===== src/verilog/printer_if_defines.vh =====
// constants for the serial printer interface
`ifndef PRINTER_IF_DEFINES_VH
`define PRINTER_IF_DEFINES_VH
`define OSC_PER_BIT 2'd3
`define BIT_HZ 100000
`define TONE_HZ 1000
`define CLK_HZ 10000000
`define TONE_HALF_CYCLES ((`CLK_HZ / `TONE_HZ) / 2)
`define FRAME_BITS 7'd88
`define CMD_MSB 87
`define OPER_MSB 83
`define DATA_MSB 79
`define WINDOW_BITS 3'd4
`define WAIT_BITS 6'd36
`define OP_READ 4'he
`define OP_RESET 4'hf
`define OP_LOAD_OPER 4'hc
`define OP_LOAD_DATA 4'hd
`define OP_TONE_ON_BIT 0
`define FEED_CNT_W 4
`define BUSY_BITS 4'd8
`endif


===== src/verilog/serial_printer_interface.v =====
// serial printer interface: command receiver and printer output drivers
//
// How it works
// bit clock derived from 400 kHz oscillator qualified by processor sync, 100 kHz.
// link signals change on oscillator rise and are sampled on its fall.
// processor holds chip select low for the whole exchange.
// acknowledge driven only while selected, released otherwise.
// acknowledge high when ready, low while busy.
// twenty column outputs driven from the twenty received BCD digits.
// 1 kHz square tone on auxiliary bit zero under command control.
// other three auxiliary outputs are latched until reloaded.
// auxiliary outputs change only from received command and operand; feed, take-up and motor outputs also drop on a printer reset pulse.
// separate ribbon colour, paper feed and take-up outputs.
// two independent paper feed outputs for dual-tape printers.
// multiple paper feed of up to 15 lines by command.
// feed may be inhibited after printing to overprint.
// printer timing and reset pulses synchronise feed and motor drive.
// general I/O mode: ten column outputs, nine bidirectional column lines.
// general I/O mode: acknowledge line carries serial data out.
// processor waits for a four-bit low window, 1 to 36 bits.
// processor sends start bit, command, operand and up to 80 data bits.
// after start bit shift in 88 bits, drop acknowledge, then execute.
// decode print, feed, read, reset, load operand and load data commands.
// power-up clears latches and shift state, acknowledge ready.
// while deselected the data line is ignored; a pending command executes there and feed, pulses and tone still act.
`timescale 1ns/1ps
`include "printer_if_defines.vh"
module serial_printer_interface #(
    parameter COLS = 20,
    parameter TONE_HALF = `TONE_HALF_CYCLES
) (
    input wire clk,
    input wire rst_n,
    input wire osc_in,
    input wire sync_in,
    input wire chip_select_n,
    input wire data_in,
    input wire printer_timing_pulse_in,
    input wire printer_reset_pulse_in,
    input wire [8:0] column_in,
    output reg handshake_ack,
    output reg handshake_ack_oe,
    output reg [COLS*4-1:0] column_drive,
    output reg [8:0] column_io_oe,
    output reg paper_advance_drive,
    output reg second_tape_feed_drive,
    output reg paper_takeup_drive,
    output reg printer_motor_drive,
    output reg ribbon_colour_drive,
    output reg tone_out,
    output reg [2:0] aux_latched_out,
    output reg gp_mode
);
////////////////////////////////////////////////////////////////////////
// oscillator edges and bit clock
reg osc_reg;
reg sync_reg;
reg [1:0] phase_reg;
reg [3:0] oper_reg;
reg [87:0] shift_reg;
reg [6:0] count_reg;
reg [5:0] wait_reg;
reg [1:0] state_reg;
reg [3:0] feed_cnt_reg;
reg [3:0] busy_reg;
reg pend_reg;
reg tone_en_reg;
reg [15:0] tone_cnt_reg;
reg [8:0] read_sh_reg;
reg tp_reg;
reg tr_reg;
localparam S_WINDOW = 2'd0;
localparam S_START = 2'd1;
localparam S_SHIFT = 2'd2;
localparam S_BUSY = 2'd3;
wire osc_fall = osc_reg & ~osc_in;
wire bit_tick = osc_fall & (phase_reg == `OSC_PER_BIT);
wire selected = ~chip_select_n;
wire tp_rise = printer_timing_pulse_in & ~tp_reg;
wire tr_rise = printer_reset_pulse_in & ~tr_reg;
// busy period over: executed, busy count run out and no feed line pending
wire frame_done = (state_reg == S_BUSY) && !pend_reg && (busy_reg == 4'd0) && (feed_cnt_reg == 4'd0);
wire [3:0] rx_cmd = shift_reg[`CMD_MSB -: 4];
wire [3:0] rx_oper = shift_reg[`OPER_MSB -: 4];
// decode feed operand into line count
function [3:0] feed_lines;
    input [3:0] code;
    begin
        case (code)
            4'h8: feed_lines = 4'hf;
            4'hc: feed_lines = 4'he;
            4'ha: feed_lines = 4'hd;
            4'h7: feed_lines = 4'hc;
            4'h4: feed_lines = 4'hb;
            4'h6: feed_lines = 4'ha;
            4'hd: feed_lines = 4'h9;
            4'h3: feed_lines = 4'h8;
            4'h2: feed_lines = 4'h7;
            4'hb: feed_lines = 4'h6;
            4'he: feed_lines = 4'h5;
            4'h1: feed_lines = 4'h4;
            4'h9: feed_lines = 4'h3;
            4'h5: feed_lines = 4'h2;
            default: feed_lines = 4'h1;
        endcase
    end
endfunction
////////////////////////////////////////////////////////////////////////
// receiver and command execution
always @(posedge clk or negedge rst_n) begin
    if (!rst_n) begin
        osc_reg <= 1'b0;
        sync_reg <= 1'b0;
        phase_reg <= 2'd0;
        shift_reg <= 88'h0;
        count_reg <= 7'd0;
        wait_reg <= 6'd0;
        state_reg <= S_WINDOW;
        feed_cnt_reg <= 4'd0;
        busy_reg <= 4'd0;
        pend_reg <= 1'b0;
        oper_reg <= 4'h0;
        tone_en_reg <= 1'b0;
        read_sh_reg <= 9'h0;
        tp_reg <= 1'b0;
        tr_reg <= 1'b0;
        handshake_ack <= 1'b1;
        handshake_ack_oe <= 1'b0;
        column_drive <= {COLS*4{1'b0}};
        column_io_oe <= 9'h0;
        paper_advance_drive <= 1'b0;
        second_tape_feed_drive <= 1'b0;
        paper_takeup_drive <= 1'b0;
        printer_motor_drive <= 1'b0;
        ribbon_colour_drive <= 1'b0;
        aux_latched_out <= 3'h0;
        gp_mode <= 1'b0;
    end else begin
        osc_reg <= osc_in;
        sync_reg <= sync_in;
        tp_reg <= printer_timing_pulse_in;
        tr_reg <= printer_reset_pulse_in;
        handshake_ack_oe <= selected;
        if (osc_fall) begin
            if (sync_reg)
                phase_reg <= 2'd0;
            else
                phase_reg <= phase_reg + 2'd1;
        end
        if (!selected) begin

            if (state_reg != S_BUSY)
                state_reg <= S_WINDOW;
            wait_reg <= 6'd0;
            handshake_ack <= (state_reg != S_BUSY);
        end else if (bit_tick) begin
            case (state_reg)
                S_WINDOW: begin
                    if (gp_mode)
                        handshake_ack <= read_sh_reg[8];
                    else
                        handshake_ack <= 1'b1;
                    read_sh_reg <= {read_sh_reg[7:0], 1'b0};
                    wait_reg <= wait_reg + 6'd1;
                    if (wait_reg == `WAIT_BITS - 6'd1) begin
                        handshake_ack <= 1'b0;
                        count_reg <= 7'd0;
                        state_reg <= S_START;
                    end
                end
                S_START: begin
                    count_reg <= count_reg + 7'd1;
                    if (data_in) begin
                        count_reg <= 7'd0;
                        state_reg <= S_SHIFT;
                    end else if (count_reg == {4'd0, `WINDOW_BITS} - 7'd1) begin
                        wait_reg <= 6'd0;
                        state_reg <= S_WINDOW;
                    end
                end
                S_SHIFT: begin
                    shift_reg <= {shift_reg[86:0], data_in};
                    count_reg <= count_reg + 7'd1;
                    if (count_reg == `FRAME_BITS - 7'd1) begin
                        // one execution per received frame
                        state_reg <= S_BUSY;
                        pend_reg <= 1'b1;
                    end
                end
                default: begin
                    handshake_ack <= 1'b0;
                end
            endcase
        end
        if (state_reg == S_BUSY && pend_reg && !selected) begin

            pend_reg <= 1'b0;
            busy_reg <= `BUSY_BITS;
            if (!rx_cmd[3]) begin
                column_drive <= shift_reg[`DATA_MSB:0];
                ribbon_colour_drive <= rx_cmd[2];
                paper_advance_drive <= ~rx_cmd[1];
                second_tape_feed_drive <= ~rx_cmd[0];
                printer_motor_drive <= 1'b1;
                feed_cnt_reg <= (rx_cmd[1:0] == 2'b11) ? 4'd0 : 4'd1;
            end else if (rx_cmd[3:2] == 2'b10) begin
                paper_advance_drive <= ~rx_cmd[1];
                second_tape_feed_drive <= ~rx_cmd[0];
                paper_takeup_drive <= 1'b1;
                printer_motor_drive <= 1'b1;
                feed_cnt_reg <= feed_lines(rx_oper);
            end else if (rx_cmd == `OP_READ) begin
                read_sh_reg <= column_in;
            end else if (rx_cmd == `OP_RESET) begin
                column_drive <= {COLS*4{1'b0}};
                aux_latched_out <= 3'h0;
                tone_en_reg <= 1'b0;
                gp_mode <= rx_oper[2];
            end else if (rx_cmd == `OP_LOAD_OPER) begin
                tone_en_reg <= rx_oper[`OP_TONE_ON_BIT];
                aux_latched_out <= rx_oper[3:1];
            end else begin
                column_drive <= shift_reg[`DATA_MSB:0];
                column_io_oe <= {9{gp_mode}} & ~shift_reg[8:0];
            end
        end
        if (state_reg == S_BUSY && busy_reg != 4'd0 && bit_tick)
            busy_reg <= busy_reg - 4'd1;

        if (tp_rise && feed_cnt_reg != 4'd0)
            feed_cnt_reg <= feed_cnt_reg - 4'd1;
        if (tr_rise || frame_done) begin
            paper_advance_drive <= 1'b0;
            second_tape_feed_drive <= 1'b0;
            paper_takeup_drive <= 1'b0;
            printer_motor_drive <= 1'b0;
        end
        if (frame_done) begin
            state_reg <= S_WINDOW;
            wait_reg <= 6'd0;
        end
    end
end
////////////////////////////////////////////////////////////////////////
// tone generator
always @(posedge clk or negedge rst_n) begin
    if (!rst_n) begin
        tone_cnt_reg <= 16'd0;
        tone_out <= 1'b0;
    end else if (!tone_en_reg) begin
        tone_cnt_reg <= 16'd0;
        tone_out <= 1'b0;
    end else if (tone_cnt_reg == TONE_HALF[15:0] - 16'd1) begin
        tone_cnt_reg <= 16'd0;
        tone_out <= ~tone_out;
    end else begin
        tone_cnt_reg <= tone_cnt_reg + 16'd1;
    end
end
endmodule

===== config.mk =====
export PLATFORM = sky130hd
export DESIGN_NAME = serial_printer_interface
export DESIGN_NICKNAME = d
export VERILOG_FILES = /design/src/verilog/serial_printer_interface.v
export VERILOG_INCLUDE_DIRS = /design/src /design/src/verilog
export SDC_FILE = /design/constraint.sdc
export NUM_CORES = 1
export LEC_CHECK = 0
export BUFFER_PORTS_ARGS = -buffer_cell sky130_fd_sc_hd__buf_4
export CORE_MARGIN = 3
export CORE_UTILIZATION = 45
export CTS_CLUSTER_DIAMETER = 120
export DETAILED_ROUTE_END_ITERATION = 12
export GPL_ROUTABILITY_DRIVEN = 1
export PLACE_DENSITY = 0.6
export SYNTH_ARGS = -nofsm -noshare
export SYNTH_HDL_FRONTEND = slang
export SYNTH_SLANG_ARGS = --single-unit

===== constraint.sdc =====
create_clock -name clk -period 6 [get_ports clk]
set_clock_uncertainty 0.05 [all_clocks]
set_input_delay 0.9 -clock clk [delete_from_list [all_inputs] [get_ports clk]]
set_output_delay 0.9 -clock clk [all_outputs]
set_load 0.05 [all_outputs]

# Word level (Yosys, flattened, before mapping)
# Memories as Yosys holds them, arrays and structs flattened.
# Cells that the tools add are included.
[totals]
out_inout_bits = 101
latch_bits = 0
wordCells = 196
romBits = 64
ram_bits = 0
input_bits = 17
n_memories = 1
ff_bits = 245
[classes]
n_shift = 0
n_div = 0
bitwise = 18
order_cmp = 0
eq_ne = 29
mux = 71
mul = 0
n_addsub = 6
reduce_logical = 44
[memory_table]
columns = ["name", "words", "width", "read_ports", "rd_ports_with_merged_regs", "wr", "line_no", "rtl"]
rows = [
  ["(name not given)", 16, 4, 1, 0, 0, "serial_printer_interface.v:89", "case (code)"],
]
[ops]
columns = ["operator", "n"]
rows = [
  ["2-to-1 mux 80 bit", 5],
  ["2-to-1 mux 9 bit", 7],
  ["2-to-1 mux 16 bit", 2],
  ["2-to-1 mux 6 bit", 5],
  ["2-to-1 mux 1 bit", 29],
  ["2-to-1 mux 4 bit", 6],
  ["case mux 7 bit (3 select lines)", 1],
  ["nonzero test 2 bit", 10],
  ["2-to-1 mux 2 bit", 9],
  ["adder 16 x 1 -> 16 bit (second input constant)", 1],
  ["equality test 16 x 13 -> 1 bit (second input constant)", 1],
  ["!= test 4 bit (second input constant)", 4],
  ["AND reduction 4 bit", 4],
  ["2-to-1 mux 7 bit", 2],
  ["equality test 4 bit (second input constant)", 3],
  ["inverter 1 bit", 12],
  ["case mux 6 bit (2 select lines)", 1],
  ["AND reduction 6 bit", 2],
  ["nonzero test 4 bit", 3],
  ["equality test 2 bit (second input constant)", 5],
  ["AND reduction 5 bit", 2],
  ["AND 9 bit", 1],
  ["!= test 3 x 1 -> 1 bit (second input constant)", 3],
  ["inverter 9 bit", 1],
  ["other kinds (26)", 49],
]

# Logic depth before layout (Yosys ltp)
# Gate-level depths: netlist of the first run.
[logic_depth]
depth_word = 9
ltp_mapped = 9
ltp_nobuf = 7

# Worst setup path before layout of the first run
# Ideal clock, no wire load.
[synth_path]
kind = "input to register"
start = "in chip_select_n"
end = "reg column_io_oe[7]"
required_ps = 5854
t_arrival_ps = 2397
path_stages = 7
n_path_buf = 3
slack_ps = 3458
setup_time_ps = 96
path_cell_list = "buf_2 and3_1 nand3_1 or3b_2 clkbuf_1 clkbuf_1 o31ai_1"
[synth_between]
elab_chain_cells = 2
[synth_lines]
columns = ["element", "line_no", "rtl"]
rows = [
  ["from (decl)", "serial_printer_interface.v:36", "input wire chip_select_n,"],
  ["logical AND 1 bit", "serial_printer_interface.v:195", "if (state_reg == S_BUSY && pend_reg && !selected) begin"],
  ["AND reduction 6 bit (no source line)", "-", ""],
  ["to (signal assigned)", "serial_printer_interface.v:224", "column_io_oe <= {9{gp_mode}} & ~shift_reg[8:0];"],
  ["to (decl)", "serial_printer_interface.v:44", "output reg [8:0] column_io_oe,"],
]
# No other way between the ends.
# A chain may end at the register's enable or synchronous reset.

# Worst setup path after layout of the first run
[layout_path]
start = "reg state_reg[0]"
end = "reg column_drive[32]"
[layout_between]
elab_chain_cells = 4
[layout_lines]
columns = ["element", "line_no", "rtl"]
rows = [
  ["from (decl)", "serial_printer_interface.v:63", "reg [1:0] state_reg;"],
  ["from (signal assigned)", "serial_printer_interface.v:118", "state_reg <= S_WINDOW;"],
  ["from (signal assigned)", "serial_printer_interface.v:153", "state_reg <= S_WINDOW;"],
  ["from (signal assigned)", "serial_printer_interface.v:168", "state_reg <= S_START;"],
  ["equality test 2 bit", "serial_printer_interface.v:195", ""],
  ["logical AND 1 bit (2 in a row)", "serial_printer_interface.v:195", ""],
  ["AND reduction 4 bit (no source line)", "-", ""],
  ["to (signal assigned)", "serial_printer_interface.v:200", "column_drive <= shift_reg[`DATA_MSB:0];"],
  ["to (signal assigned)", "serial_printer_interface.v:215", "column_drive <= {COLS*4{1'b0}};"],
  ["to (signal assigned)", "serial_printer_interface.v:223", "column_drive <= shift_reg[`DATA_MSB:0];"],
  ["to (decl)", "serial_printer_interface.v:43", "output reg [COLS*4-1:0] column_drive,"],
]
# No other way between the ends.

==> results of run 1 <==
## cell type report
class,count,area [sq um]
clock inverters,6,123.9
multi-input cells,642,3940
repair buffers,124,950.9
fillers,1973,9788
well taps,280,350.3
flip-flops and latches,245,6132
inverters,18,67.56
clock buffers,41,808.3
## per-stage QoR
stage	power [mW]	cells	hold WS, ns	util	instance area (sq um)
floorplan	1.742	955	0.3829	-	10310
global placement	1.795	1309	0.4004	0.5163	11440
detailed placement	1.797	1309	0.4071	0.5163	11440
CTS	3.526	1356	0.3892	0.5583	12370
global route	3.612	1356	0.4023	0.5583	12370
finish	3.478	1356	0.3633	0.5583	12370
## critical path: cells and delay by family, from the launching register on
kind	cells	cell delay [ns]
DFF	1	0.43
and+or+nand+nor	3	0.59
adders and majority gates	1	0.30
AOI/OAI and AO/OA	1	0.92
buffers and inverters	1	0.57
## worst min-delay path by stage
stage	slack [ns]	end
after floorplan	0.38	tone_cnt_reg[0]$_DFF_PN0_
after global placement	0.40	tone_cnt_reg[0]$_DFF_PN0_
after detailed placement	0.41	column_drive[1]$_DFFE_PN0P_
after CTS	0.39	handshake_ack_oe$_DFF_PN0_
after global routing	0.40	sync_reg$_DFF_PN0_
final	0.36	sync_reg$_DFF_PN0_
## placed cells by master, fill, tap and decap left out, drive strengths merged, types with 2 or more instances in the layout
| cell | count |
|---|---|
| a221oi | 2 |
| dfrtp | 244 |
| nand3b | 2 |
| bufinv | 3 |
| nand2 | 211 |
| nor4 | 4 |
| o31ai | 18 |
| ha | 15 |
| nor2 | 37 |
| a311oi | 2 |
| nor3b | 7 |
| xor2 | 10 |
| a21oi | 14 |
| clkinv | 2 |
| a41o | 2 |
| or3 | 2 |
| and3 | 9 |
| o21ai | 40 |
| or2 | 3 |
| nand3 | 106 |
| nor3 | 9 |
| inv | 19 |
| nand4 | 5 |
| a21boi | 2 |
| xnor2 | 7 |
| mux2 | 88 |
| clkbuf | 41 |
| or3b | 2 |
| nand2b | 8 |
| buf | 124 |
| or4 | 2 |
| a21o | 3 |
| mux2i | 12 |
| o211ai | 2 |
| nor2b | 8 |
## kinds of logic after synthesis
kind of cell               after synthesis
and+or+nand+nor                        418
DFF                                    245
muxes                                  100
AOI/OAI and AO/OA                       92
buffers and inverters                   68
xor gates and xnor gates                17
adders and majority gates               15
## routing by layer
layer,track usage,vias up,wire [um]
met5,0,-,0
met3,0.03712,32,947
li1,-,3467,-
met2,0.2727,103,9761
met1,0.2545,3445,10260
met4,0.04174,0,432
## report_power, final
part | switching (mW) | internal, mW | leakage (nW)
clock | 0.657 | 1.06 | 0.458
combinational | 0.0545 | 0.0282 | 2.69
sequential | 0.0127 | 1.67 | 3.35
total | 0.725 | 2.75 | 6.50
==> reports/results.ini, run 1 <==
[critical_path]
critPathMaxFanout=44
cp-endpoint=column_drive[32]$_DFFE_PN0P_
worstSetupStartpointType=flip-flop
cp_cell_sequence=ha_1 -> nand3_1 -> a21oi_4 -> buf_4 -> nand3_1 -> nand2_1
worst_ep_required_time_ns=6.42
crit_path_start=state_reg[0]$_DFFE_PN0P_
r2r_slack_ns=3.05
arrival_ns=3.37
rr_startpoint=state_reg[0]$_DFFE_PN0P_
r2r_end=column_drive[32]$_DFFE_PN0P_
r2r_cells=6
crit_top_cell=nand3_1
max_stage_delay_ns=0.92
slowest_stage=a21oi_4
cp-end-kind=flip-flop
path_class=reg2reg

[clock_network]
cts_tree=done
clock_latency_ns=0.54
ctsHoldBuffers=0
cts_sinks=245
htree_num_levels=1
cts_resized=0
cts_buffer_depth=3
postCtsSetupBuffers=0
cts-root-buf=clkbuf_16
clk_pin_slew_worst_paths_ns=0.05
cts_buffers=27

[synth]
yosysTopAreaCell=dfrtp_1
synth_top_cells_by_count=244 x dfrtp_1, 211 x nand2_1, 106 x nand3_1
yosysUniqueCellTypes=50
yosysSeqAreaShare=0.5949
synth.area.top_cells=dfrtp_1 59%, mux2_2 9.5%, nand2_1 7.7%
synthCells=955
yosysTopAreaCellShare=0.5924
synthMuxAreaShare=0.1082
synth_compound_area_frac=0.05681
synth_top_family_by_area=simple AND/OR/NAND/NOR gates
synth_nets=987
netlist_area_sq_um=10310
yosys.area_share.adder=0.01821
synth_xor_area_frac=0.01445
synth_edf_count=0
syn_area_per_cell_sq_um=10.79
synth.most_common_cell=dfrtp_1
synthArstFlopShare=1.000
synth-simple-area-share=0.1826
synth_warnings=0
ys_ff_latch=245
synth_flop_cell=dfrtp_1

[sta]
tightest_slew_ns=1.097
finalCriticalPeriod_ns=2.949
tns_ns=0
finalMaxSlewViolations=0
setup_viol=0
fin_crit_sh=0.4915
grt_setup_unrepaired=no
maxSlewHeadroom=0.2616
worst_slack_ns=3.051
fmaxAchievable_ghz=0.3391
hold_viol=0

[pwr]
power_density_nw_per_um2=281.1
max-vdd-ir-drop_uv=177.2
power_leakage_nw=6.503

[route]
routed_via_density=5.197
wirelength_um=21400
ant_nets=0
num_vias=7047
drc=0
drt_pass1_iterations=5
drt_iter0_drc=468
drt-wirelength-per-cell_um=15.78

[global_route]
grt_max_degree=144
grt_pass1_wl_um=35830
grt_use_total=0.1755
gr-total-overflow=0
first_global_vias=6869
antenna_found_initial=0

[floorplan]
ios=118
core_region_area_sq_um=22160
initial_core_util=0.4651
dieArea_sq_um=24760
die_w_um=157.3
core.rowCount=54
dieHeight_um=157.3

[outcome]
status=complete, no violations

[cells_and_area]
largest_reg_flops=88
diodes=0
nNetsFinal=1090
area_delta_synth_final_pct=20.04
drive_above_1_share=0.2472

[placement]
gp_congestion=0.8085
preCtsSetupSlack_ns=2.737
portBuffers=117
hpwl_um=13320

[job]
drv_cap=0

[min_path]
hold_path_class=in2async

Power figures use the tool's default switching activity.
==> run 2: changes to the inputs <==
- ABC_AREA: unset -> 1
- clock period: 6 -> 2.9 ns (I/O delays scaled with it)
==> reports/results.ini, run 2 <==
[critical_path]
crit_family=buffers and inverters
r2r_end=wait_reg[2]$_DFFE_PN0P_
slowest_stage=dlygate4sd3_1
r2r_cells=10
path_class=in2reg
max_stage_delay_ns=0.54
worstSetupStartpointType=input pin
critPathBufInv=7
critPathMaxFanout=33
cp-end-kind=flip-flop
worst_ep_required_time_ns=3.25
r2r_slack_ns=0.82
cp_cell_sequence=dlygate4sd3_1 -> buf_4 -> inv_1 -> nand3_1 -> nor2_1 -> buf_4 -> inv_1 -> nor2_4 -> inv_2 -> buf_12 -> nand2_1 -> nand2_1
arrival_ns=2.44
rr_startpoint=feed_cnt_reg[0]$_DFFE_PN0P_

[route]
dr_wl_met2_um=11240
drt_iter0_drc=711
drc=0
routed_via_density=5.042
wl_met3_um=1148
met1_length_um=12260
num_vias=8576
top_layer_used=met4
drt-wirelength-per-cell_um=14.68
drt_pass1_iterations=5
wirelength_um=24980
ant_nets=0

[cells_and_area]
most-common-layout-cells=411 x nand2_1, 244 x dfrtp_1, 135 x nand3_1, 135 x o21ai_0, 127 x buf_4
diodes=0
largest_reg_flops=88
nNetsFinal=1401
n_fill_cell=2153
final_common_cell=nand2_1
drive_above_1_share=0.1405
area_delta_synth_final_pct=20.24

[synth]
synth_top_cells_by_count=411 x nand2_1, 244 x dfrtp_1, 135 x nand3_1, 135 x o21ai_0, 95 x inv_1
synth_warnings=0
yosysTopAreaCellShare=0.5690
synth.most_common_cell=nand2_1
netlist_area_sq_um=10730
yosysTopAreaCell=dfrtp_1
synthCells=1260
synth_edf_count=0
synth.area.top_cells=dfrtp_1 57%, nand2_1 14%, nand3_1 6.3%
yosysUniqueCellTypes=41
synthArstFlopShare=1.000
syn_area_per_cell_sq_um=8.516
synth_flop_cell=dfrtp_1
synth_nets=1292
yosysSeqAreaShare=0.5715
ys_ff_latch=245

[clock_network]
cts-root-buf=clkbuf_16
cts_buffer_depth=3
cts_sinks=245
cts_buffers=26
cts_resized=0
cts_tree=done
postCtsSetupBuffers=0
htree_num_levels=1
clk_pin_slew_worst_paths_ns=0.06
clock_latency_ns=0.51

[global_route]
grt_max_degree=106
grt_pass1_wl_um=42420
gr-total-overflow=0
antenna_found_initial=0
grt_use_total=0.1942
first_global_vias=8269

[sta]
holdWs_ns=0.1365
hold_viol=0
fin_crit_sh=0.7197
finalMaxSlewViolations=0
fmaxAchievable_ghz=0.4791
tightest_slew_ns=0.6693
maxSlewHeadroom=0.5531
grt_setup_unrepaired=no
tns_ns=0
finalCriticalPeriod_ns=2.087
setup_viol=0

[min_path]
whs_path_depth=3
hold_path_class=in2reg
min_to=read_sh_reg[0]$_DFF_PN0_
worstHoldStart=column_in[0]

[floorplan]
ios=118
core.rowCount=55
initial_core_util=0.4655
core_region_area_sq_um=23050
die_w_um=160.4
dieHeight_um=160.4
dieArea_sq_um=25730

[placement]
gp_congestion=0.8583
hpwl_um=16170
portBuffers=117

[pwr]
power_leakage_nw=6.900
power_density_nw_per_um2=640.7
max-vdd-ir-drop_uv=405.3

[outcome]
status=complete, no violations

[job]
drv_cap=0

[run 2: changes by cell type after synthesis, moves of 17 or more]
cell | previous run | this run
nor2_1 | 37 | 78
o31ai_1 | 18 | 1
buf_2 | 1 | 21
inv_1 | 18 | 95
mux2_2 | 87 | 0
nand2_1 | 211 | 411
o21ai_0 | 39 | 135
nand3_1 | 106 | 135
[run 2: how the worst max path moves through the flow]
stage | from | endpoint | slack [ns] | cells past startpoint
CTS | osc_in | shift_reg[29]$_DFFE_PN0P_ | 0.81 | 12
finish | osc_in | shift_reg[58]$_DFFE_PN0P_ | 0.81 | 12
detailed placement | phase_reg[0]$_DFFE_PN0P_ | shift_reg[58]$_DFFE_PN0P_ | 0.83 | 10
global route | state_reg[1]$_DFFE_PN0P_ | count_reg[4]$_DFFE_PN0P_ | 0.63 | 10
global placement | feed_cnt_reg[0]$_DFFE_PN0P_ | wait_reg[2]$_DFFE_PN0P_ | 0.84 | 10
floorplan | state_reg[0]$_DFFE_PN0P_ | wait_reg[0]$_DFFE_PN0P_ | 1.17 | 8
[run 2: worst min-delay path, stage by stage]
cell	delay, ns
buf_4	0.10
inv_1	0.04
o21ai_0	0.07
[run 2: kinds of logic after synthesis]
| logic type | Yosys count | share of synthesized area |
|---|---|---|
| and+or+nand+nor | 656 | 0.2566 |
| adders and majority gates | 15 | 0.01749 |
| DFF | 245 | 0.5715 |
| AOI/OAI and AO/OA | 177 | 0.08780 |
| xor gates and xnor gates | 10 | 0.008163 |
| buffers and inverters | 157 | 0.05842 |
[run 2: cell type report]
| class | instances | area, sq um | share of cell area |
|---|---|---|---|
| clock buffer | 40 | 794.5 | 0.06158 |
| clock inverter | 7 | 85.08 | 0.006594 |
| inverter | 99 | 371.6 | 0.02880 |
| multi-input combinational | 858 | 3989 | 0.3092 |
| sequential | 245 | 6132 | 0.4753 |
| tap | 313 | 391.6 | 0.03035 |
| timing repair buffer | 139 | 1139 | 0.08825 |
[run 2: per-stage QoR]
stage	util	area, sq um	setup slack, ns	power [mW]	cells
after floorplan	-	10730	1.168	4.562	1260
after global placement	0.5193	11970	0.8407	4.936	1649
after detailed placement	0.5193	11970	0.8286	4.949	1649
after CTS	0.5597	12900	0.8091	8.361	1701
after global routing	0.5597	12900	0.6254	8.673	1701
final	0.5597	12900	0.8129	8.267	1701
[run 2: per-layer routing]
layer	up-vias	track usage
li1	4284	-
met1	4092	0.2950
met2	172	0.2994
met3	28	0.03069
met4	0	0.03393
met5	-	0
[run 2: power by group]
part,switching [mW],internal (mW)
clock,1.33,2.05
sequential,0.183,3.61
combinational,0.752,0.343
[run 2: what timing repair did]
action                                  4_1_cts  5_1_grt
endpoints found under the setup margin        0        0
hold endpoints to repair                     63        0
hold buffers                                  5        0
